<file path="config.mk">
export PLATFORM = sky130hd
export DESIGN_NAME = reservation_atomic_sync_unit
export DESIGN_NICKNAME = d
export VERILOG_FILES = /design/src/hw/resv_pkg.sv /design/src/hw/snoop_match.sv /design/src/hw/reservation_atomic_sync_unit.sv
export SDC_FILE = /design/constraint.sdc
export NUM_CORES = 1
export LEC_CHECK = 0
export ABC_AREA = 1
export BUFFER_PORTS_ARGS = -buffer_cell sky130_fd_sc_hd__buf_4
export CAP_MARGIN = 40
export CORE_AREA = 2 2 139 141
export CTS_BUF_LIST = sky130_fd_sc_hd__clkbuf_4
export DETAILED_ROUTE_END_ITERATION = 16
export DIE_AREA = 0 0 141 143
export PLACE_DENSITY = 0.82
export SLEW_MARGIN = 20
export SYNTH_ARGS = -nofsm -noshare
export SYNTH_HDL_FRONTEND = slang
export SYNTH_SLANG_ARGS = --single-unit
</file>
<file path="constraint.sdc">
create_clock -name ref_clk -period 4.19 [get_ports ref_clk]
set_clock_uncertainty 0.15 [all_clocks]
set_input_delay 0.6285 -clock ref_clk [delete_from_list [all_inputs] [get_ports ref_clk]]
set_output_delay 0.6285 -clock ref_clk [all_outputs]
set_load 0.01 [all_outputs]
</file>
<file path="src/hw/resv_pkg.sv">
// constants and types for the reservation and barrier unit
package resv_pkg;
    localparam int ADDR_W = 32;
    localparam int DATA_W = 32;
    localparam int GRANULE_BITS = 5;
    localparam int REG_IDX_W = 5;
    localparam int RECORD_BIT_POS = 31;
    localparam int ALIGN_BITS = 2;
    localparam logic [4:0] ZERO_BASE_IDX = 5'h00;
    localparam logic RESV_VALID_RST = 1'b0;
    localparam logic [31:0] RESV_ADDR_RST = 32'h0000_0000;
    localparam logic [7:0] DRAIN_CNT_RST = 8'h00;

    typedef enum logic [2:0] {
        OP_NONE,
        OP_LOAD_RESERVE,
        OP_STORE_COND,
        OP_FULL_BARRIER
    } op_e;

    typedef enum logic [3:0] {
        SNOOP_NONE,
        SNOOP_STORE,
        SNOOP_ZERO,
        SNOOP_REF_CHG,
        SNOOP_TOUCH_STORE,
        SNOOP_BLOCK_STORE,
        SNOOP_FLUSH,
        SNOOP_INVALIDATE,
        SNOOP_ALLOCATE,
        SNOOP_OTHER_WRITE
    } snoop_e;
endpackage

</file>
<file path="src/hw/snoop_match.sv">
// decides whether a snooped event drops the reservation
`timescale 1ns/1ps
`default_nettype none
module snoop_match #(
    parameter int ADDR_W = resv_pkg::ADDR_W,
    parameter int GRANULE_BITS = resv_pkg::GRANULE_BITS,
    parameter bit CLEAR_OPTIONAL = 1'b1
) (
    input wire logic snoop_valid,
    input wire resv_pkg::snoop_e snoop_kind,
    input wire logic [ADDR_W-1:0] snoop_addr,
    input wire logic snoop_alloc_new,
    input wire logic resv_valid,
    input wire logic [ADDR_W-1:0] resv_addr,
    output logic kill
);
    logic same_granule;
    // low bits inside the granule are ignored
    assign same_granule = snoop_addr[ADDR_W-1:GRANULE_BITS] == resv_addr[ADDR_W-1:GRANULE_BITS];

    always_comb begin
        kill = 1'b0;
        if (snoop_valid && resv_valid && same_granule) begin
            case (snoop_kind)
                resv_pkg::SNOOP_STORE,
                resv_pkg::SNOOP_ZERO,
                resv_pkg::SNOOP_REF_CHG: kill = 1'b1;
                resv_pkg::SNOOP_OTHER_WRITE: kill = 1'b1;
                resv_pkg::SNOOP_TOUCH_STORE,
                resv_pkg::SNOOP_BLOCK_STORE,
                resv_pkg::SNOOP_FLUSH,
                resv_pkg::SNOOP_INVALIDATE: kill = CLEAR_OPTIONAL;
                resv_pkg::SNOOP_ALLOCATE: kill = snoop_alloc_new | CLEAR_OPTIONAL;
                default: kill = 1'b0;
            endcase
        end
    end
endmodule
`default_nettype wire

</file>
<file path="src/hw/reservation_atomic_sync_unit.sv">
// reservation tracking, conditional store and full barrier sequencing
`timescale 1ns/1ps
`default_nettype none
module reservation_atomic_sync_unit #(
    parameter int ADDR_W = resv_pkg::ADDR_W,
    parameter int DATA_W = resv_pkg::DATA_W,
    parameter int GRANULE_BITS = resv_pkg::GRANULE_BITS,
    parameter bit CLEAR_OPTIONAL = 1'b1
) (
    input wire logic ref_clk,
    input wire logic rst,
    // instruction issue from the pipeline
    input wire logic issue_valid,
    input wire resv_pkg::op_e issue_op,
    input wire logic [31:0] issue_instr,
    input wire logic [resv_pkg::REG_IDX_W-1:0] base_index,
    input wire logic [ADDR_W-1:0] base_register,
    input wire logic [ADDR_W-1:0] index_register,
    input wire logic [DATA_W-1:0] source_register,
    input wire logic [resv_pkg::REG_IDX_W-1:0] dest_index,
    // exception indication, deliberately unused by the reservation
    input wire logic exception_taken,
    // pipeline quiescence for the barrier
    input wire logic earlier_done,
    input wire logic mem_drained,
    // memory port
    input wire logic mem_ready,
    input wire logic mem_rvalid,
    input wire logic [DATA_W-1:0] mem_rdata,
    // snoop port from the shared memory system
    input wire logic snoop_valid,
    input wire resv_pkg::snoop_e snoop_kind,
    input wire logic [ADDR_W-1:0] snoop_addr,
    input wire logic snoop_alloc_new,
    // outputs
    output logic issue_ready,
    output logic mem_req,
    output logic mem_we,
    output logic [ADDR_W-1:0] mem_addr,
    output logic [DATA_W-1:0] mem_wdata,
    output logic wb_valid,
    output logic [resv_pkg::REG_IDX_W-1:0] wb_index,
    output logic [DATA_W-1:0] wb_data,
    output logic cr_valid,
    output logic cr_success,
    output logic invalid_form,
    output logic barrier_active,
    output logic barrier_signal,
    output logic resv_valid,
    output logic [ADDR_W-1:0] resv_addr
);
    typedef enum logic [2:0] {
        ST_IDLE,
        ST_LOAD,
        ST_LOAD_WAIT,
        ST_STORE,
        ST_BARRIER
    } state_e;

    state_e state;
    logic [ADDR_W-1:0] ea;
    logic [ADDR_W-1:0] base_eff;
    logic snoop_kill;
    logic take;
    logic [resv_pkg::REG_IDX_W-1:0] op_dest;
    logic store_hit;
    logic barrier_ok;

    assign base_eff = (base_index == resv_pkg::ZERO_BASE_IDX) ? '0 : base_register;
    assign ea = base_eff + index_register;
    assign take = issue_valid && issue_ready;
    assign barrier_ok = !issue_instr[resv_pkg::RECORD_BIT_POS];

    snoop_match #(
        .ADDR_W(ADDR_W),
        .GRANULE_BITS(GRANULE_BITS),
        .CLEAR_OPTIONAL(CLEAR_OPTIONAL)
    ) u_snoop (
        .snoop_valid(snoop_valid),
        .snoop_kind(snoop_kind),
        .snoop_addr(snoop_addr),
        .snoop_alloc_new(snoop_alloc_new),
        .resv_valid(resv_valid),
        .resv_addr(resv_addr),
        .kill(snoop_kill)
    );

    // sequencing
    always_ff @(posedge ref_clk) begin
        if (rst) begin
            state <= ST_IDLE;
            issue_ready <= 1'b1;
            op_dest <= '0;
            store_hit <= 1'b0;
        end else begin
            case (state)
                ST_IDLE: begin
                    if (take) begin
                        op_dest <= dest_index;
                        case (issue_op)
                            resv_pkg::OP_LOAD_RESERVE: begin
                                state <= ST_LOAD;
                                issue_ready <= 1'b0;
                            end
                            resv_pkg::OP_STORE_COND: begin
                                // a match needs a live reservation at this address
                                store_hit <= resv_valid && !snoop_kill
                                    && resv_addr == ea;
                                state <= ST_STORE;
                                issue_ready <= 1'b0;
                            end
                            resv_pkg::OP_FULL_BARRIER: begin
                                if (barrier_ok) begin
                                    state <= ST_BARRIER;
                                    issue_ready <= 1'b0;
                                end
                            end
                            default: state <= ST_IDLE;
                        endcase
                    end
                end
                ST_LOAD: begin
                    if (mem_ready) begin
                        state <= ST_LOAD_WAIT;
                    end
                end
                ST_LOAD_WAIT: begin
                    if (mem_rvalid) begin
                        state <= ST_IDLE;
                        issue_ready <= 1'b1;
                    end
                end
                ST_STORE: begin
                    if (!store_hit || mem_ready) begin
                        state <= ST_IDLE;
                        issue_ready <= 1'b1;
                    end
                end
                ST_BARRIER: begin
                    // complete only when earlier work and memory are settled
                    if (earlier_done && mem_drained) begin
                        state <= ST_IDLE;
                        issue_ready <= 1'b1;
                    end
                end
                default: begin
                    state <= ST_IDLE;
                    issue_ready <= 1'b1;
                end
            endcase
        end
    end

    // memory request
    always_ff @(posedge ref_clk) begin
        if (rst) begin
            mem_req <= 1'b0;
            mem_we <= 1'b0;
            mem_addr <= '0;
            mem_wdata <= '0;
        end else if (state == ST_IDLE && take && issue_op == resv_pkg::OP_LOAD_RESERVE) begin
            mem_req <= 1'b1;
            mem_we <= 1'b0;
            mem_addr <= ea;
        end else if (state == ST_IDLE && take && issue_op == resv_pkg::OP_STORE_COND) begin
            // mismatch or no reservation: nothing reaches memory or cache
            mem_req <= resv_valid && !snoop_kill && resv_addr == ea;
            mem_we <= resv_valid && !snoop_kill && resv_addr == ea;
            mem_addr <= ea;
            mem_wdata <= source_register;
        end else if (mem_req && mem_ready) begin
            mem_req <= 1'b0;
            mem_we <= 1'b0;
        end
    end

    // reservation: single address and valid flag; exception_taken never reaches it
    always_ff @(posedge ref_clk) begin
        if (rst) begin
            resv_valid <= resv_pkg::RESV_VALID_RST;
            resv_addr <= resv_pkg::RESV_ADDR_RST;
        end else if (state == ST_IDLE && take && issue_op == resv_pkg::OP_LOAD_RESERVE) begin
            resv_valid <= 1'b1;
            resv_addr <= ea;
        end else if (state == ST_IDLE && take && issue_op == resv_pkg::OP_STORE_COND) begin
            resv_valid <= 1'b0;
        end else if (snoop_kill) begin
            resv_valid <= 1'b0;
        end
    end

    // load writeback
    always_ff @(posedge ref_clk) begin
        if (rst) begin
            wb_valid <= 1'b0;
            wb_index <= '0;
            wb_data <= '0;
        end else begin
            wb_valid <= state == ST_LOAD_WAIT && mem_rvalid;
            if (state == ST_LOAD_WAIT && mem_rvalid) begin
                wb_index <= op_dest;
                wb_data <= mem_rdata;
            end
        end
    end

    // condition register success bit
    always_ff @(posedge ref_clk) begin
        if (rst) begin
            cr_valid <= 1'b0;
            cr_success <= 1'b0;
        end else begin
            cr_valid <= state == ST_STORE && (!store_hit || mem_ready);
            if (state == ST_STORE && (!store_hit || mem_ready)) begin
                cr_success <= store_hit;
            end
        end
    end

    // invalid form and barrier status
    always_ff @(posedge ref_clk) begin
        if (rst) begin
            invalid_form <= 1'b0;
            barrier_active <= 1'b0;
            barrier_signal <= 1'b0;
        end else begin
            invalid_form <= state == ST_IDLE && take
                && issue_op == resv_pkg::OP_FULL_BARRIER && !barrier_ok;
            barrier_active <= (state == ST_IDLE && take
                && issue_op == resv_pkg::OP_FULL_BARRIER && barrier_ok)
                || (state == ST_BARRIER && !(earlier_done && mem_drained));
            barrier_signal <= state == ST_BARRIER && earlier_done && mem_drained;
        end
    end
endmodule
`default_nettype wire

</file>
==> impl_metrics.tcl <==
set metrics [dict create \
    status "finished, final reports clean" \
    synth_area_um2 9310 \
    worstPathMaxFanout 27 \
    p_leak_nw 6.76 \
    fp.dieW_um 141 \
    syn_avg_cell_area_um2 6.10 \
    seq_power_share 0.411 \
    finalSetupViolations 0 \
    rows 50 \
    p_int_mw 2.69 \
    path_cells "buf_4 > nor3_1 > nand2_1 > buf_4 > nand2_1 > inv_1 > ha_1 > nand2_1 > nor2_1 > nand2_1 > nand2_1 > nand2_1 > nand2_2 > nand2_1 > nand3_1 > nand3_1 > nand2_1 > nand3_1 > nor2_2 > nand3_2 > a21oi_1" \
    tightest_slew_ns 0.755 \
    synthDistinctLibCells 34 \
    cp.arrival_ns 3.71 \
    startpoint "base_index[2]" \
    rsz0062_at_grt "no" \
    routed_wirelength_um 30400 \
    nets 2088 \
    synth_cells 1528 \
    crit_family "simple AND/OR/NAND/NOR gates" \
    hp-start "dest_index[4]" \
    critical-path-max-stage-delay_ns 0.38 \
    layout.cells.non_filler 2084 \
    drtIter0Drc 816 \
    max_freq_mhz 297 \
    cts_tree "done" \
    ys_ff_latch 152 \
    port_buffers 323 \
    worstSetupPathType "in -> reg" \
    clock_latency_ns 0.56 \
    seq_area_frac_synth 0.327 \
    cpMaxStageDelayCell "ha_1" \
    hpwlAfterDp_um 24600 \
    placed_area_um2 12000 \
    die-height_um 143 \
    clkPwrFrac 0.239 \
    gp_congestion 0.972 \
    switching_share 0.368 \
    cts_made_buffers 17 \
    n_antenna_cell 0 \
    p_comb_frac 0.349 \
    grt_usage 0.297 \
    ys_warn_count 0 \
    syn-num-nets 1779 \
    cts_hold_buf 0 \
    antenna_found_initial 0 \
    fin_area_um2 12300 \
    drt_first_pass_iters 5 \
    syn2layout_area_growth_pct 31.9 \
    root_buffer "clkbuf_4" \
    vias_per_cell 5.11 \
    r2r-end "mem_addr[11]" \
    pre_cts_slack_ns 0.318 \
    coreArea_um2 18600 \
    fin_tns_setup_ns 0 \
    netSwitchingPower_mw 1.57 \
    dieArea_um2 20200 \
    ant_nets 0 \
    reg2reg_from "state[2]" \
    grt_max_degree 83 \
    initial_core_util 0.501 \
    drive_gt1_frac 0.219 \
    slew_viol_final 0 \
    routedWlPerCell_um 14.6 \
    dp.cells 2052 \
    vias 10657 \
    drc 0 \
    fin_crit_sh 0.804 \
    cts.path.max_buffers 2 \
    io_pins 362 \
    cp_common_cell "nand2_1" \
    min_to "op_dest[4]" \
    clkTransAtPathRegs_ns 0.13 \
    cp.required_ns 4.53 \
    holdWs_ns 0.144 \
    period_minus_slack_ns 3.37 \
    cts.sinks 152 \
    ff2ff_path_depth 12 \
    worstSetupEndpointType "flip-flop" \
    r2r_slack_ns 1.34 \
    grt_pass1_wl_um 47800 \
    start_kind "primary input" \
    crit_buf_inv 3 \
    nFillCells 1729 \
    cts_resized 0 \
    maxCapViolations 0 \
    slew_headroom 0.496 \
    holdCritPathClass "in -> reg" \
    cts_setup_buffers 0 \
    htreeDepth 4 \
    overflow 0 \
    setup_slack_ns 0.820 \
    p_per_area_nw_per_um2 347 \
    hold_viol_final 0 \
    first_global_vias 9937 \
    holdPathStages 3 \
    ir_drop_mv 0.327 \
]
## routing by layer
layer / global-route usage / vias to the layer above / wire [um]
met5: 0 / - / 0
met2: 0.499 / 478 / 14100
li1: - / 5371 / -
met3: 0.0738 / 94 / 2660
met1: 0.358 / 4714 / 12200
met4: 0.145 / 0 / 1400
## synthesized netlist by cell type, drive strengths merged
master	count	area, um^2
clkinv	1	3.75
xor2	10	87.6
o21bai	2	15.0
o221ai	1	8.76
nor4	3	18.8
nor2	169	659
nor3b	1	7.51
o211ai	19	143
nor3	12	60.1
and2	4	25.0
nand3b	5	37.5
nand2	446	1720
o21a	11	82.6
buf	11	65.1
ha	31	388
a31oi	2	12.5
o22ai	19	119
nand3	110	571
nand4	6	37.5
clkbuf	31	116
xnor2	2	17.5
a21oi	70	358
inv	296	1110
o21ai	112	561
xnor3	1	22.5
dfxtp	152	3040
fa	1	20.0
## power groups by stage
stage               Clock (mW)  Combinational, mW  Sequential, mW
floorplan                    0              0.783            1.83
global placement             0               1.44            1.77
detailed placement           0               1.48            1.78
CTS                       1.04               1.48            1.75
global route              1.10               1.66            1.78
finish                    1.02               1.49            1.75
## cell type report
type / instances / area [um^2] / area share
Inverter: 297 / 1110 / 0.0907
Timing Repair Buffer: 332 / 2530 / 0.206
Clock buffer: 18 / 135 / 0.0110
Tap cell: 234 / 293 / 0.0238
Multi-Input combinational cell: 1037 / 4980 / 0.405
Sequential cell: 152 / 3040 / 0.248
Clock inverter: 14 / 190 / 0.0155
## flip-flops by register name, indices dropped and copies added, names as in the netlist
| signal | cells |
|---|---|
| barrier_active | 1 |
| barrier_signal | 1 |
| cr_success | 1 |
| cr_valid | 1 |
| invalid_form | 1 |
| issue_ready | 1 |
| mem_addr | 32 |
| mem_req | 1 |
| mem_wdata | 32 |
| mem_we | 1 |
| op_dest | 5 |
| resv_addr | 32 |
| resv_valid | 1 |
| state | 3 |
| store_hit | 1 |
| wb_data | 32 |
| wb_index | 5 |
| wb_valid | 1 |
## cell usage in the layout, fill, tap and decap left out, drive strengths merged
cell type / count
nand3: 110
o21ai: 112
o21a: 11
buf: 332
inv: 301
nand3b: 5
nor4: 3
xnor3: 1
and2: 4
nand4: 6
fa: 1
nor2: 169
nor3: 12
dfxtp: 152
nor3b: 1
a21oi: 70
nand2: 446
ha: 31
a31oi: 2
bufinv: 3
xor2: 10
clkinv: 6
o211ai: 19
xnor2: 2
clkbuf: 18
clkinvlp: 1
o22ai: 19
o221ai: 1
o21bai: 2
## worst reg2reg max path, cell delays in order, from the launching register on
cell and delay, ns:
dfxtp_1 0.37, nor2_2 0.20, nand2_2 0.13, nor2_2 0.25, inv_1 0.19, nor2_1 0.12
buf_4 0.22, inv_2 0.13, nand2_1 0.36, buf_4 0.28, inv_2 0.11, o21ai_0 0.19
inv_1 0.06
## stage by stage
stage / util / power (mW)
2_1_floorplan: - / 2.61
3_3_place_gp: 0.642 / 3.22
3_5_place_dp: 0.644 / 3.26
4_1_cts: 0.661 / 4.27
5_1_grt: 0.661 / 4.53
6_report: 0.661 / 4.26
## cells by family after synthesis
| logic type | Yosys count | share of synthesized area |
|---|---|---|
| flip-flops | 152 | 0.327 |
| buffers and inverters | 339 | 0.139 |
| adder cells (fa/ha/maj) | 32 | 0.0438 |
| AO/OA/AOI/OAI | 236 | 0.139 |
| XOR/XNOR | 13 | 0.0137 |
| AND/OR/NAND/NOR | 756 | 0.337 |
## worst max-delay path by stage
stage                 to  slack (ns)  cells past startpoint
2_1_floorplan    mem_req        1.06                     23
3_3_place_gp      mem_we        0.41                     21
3_5_place_dp   store_hit        0.32                     22
4_1_cts        store_hit        0.92                     22
5_1_grt           mem_we        0.46                     21
6_report         mem_req        0.82                     21
(Power assumes the default switching activity.)
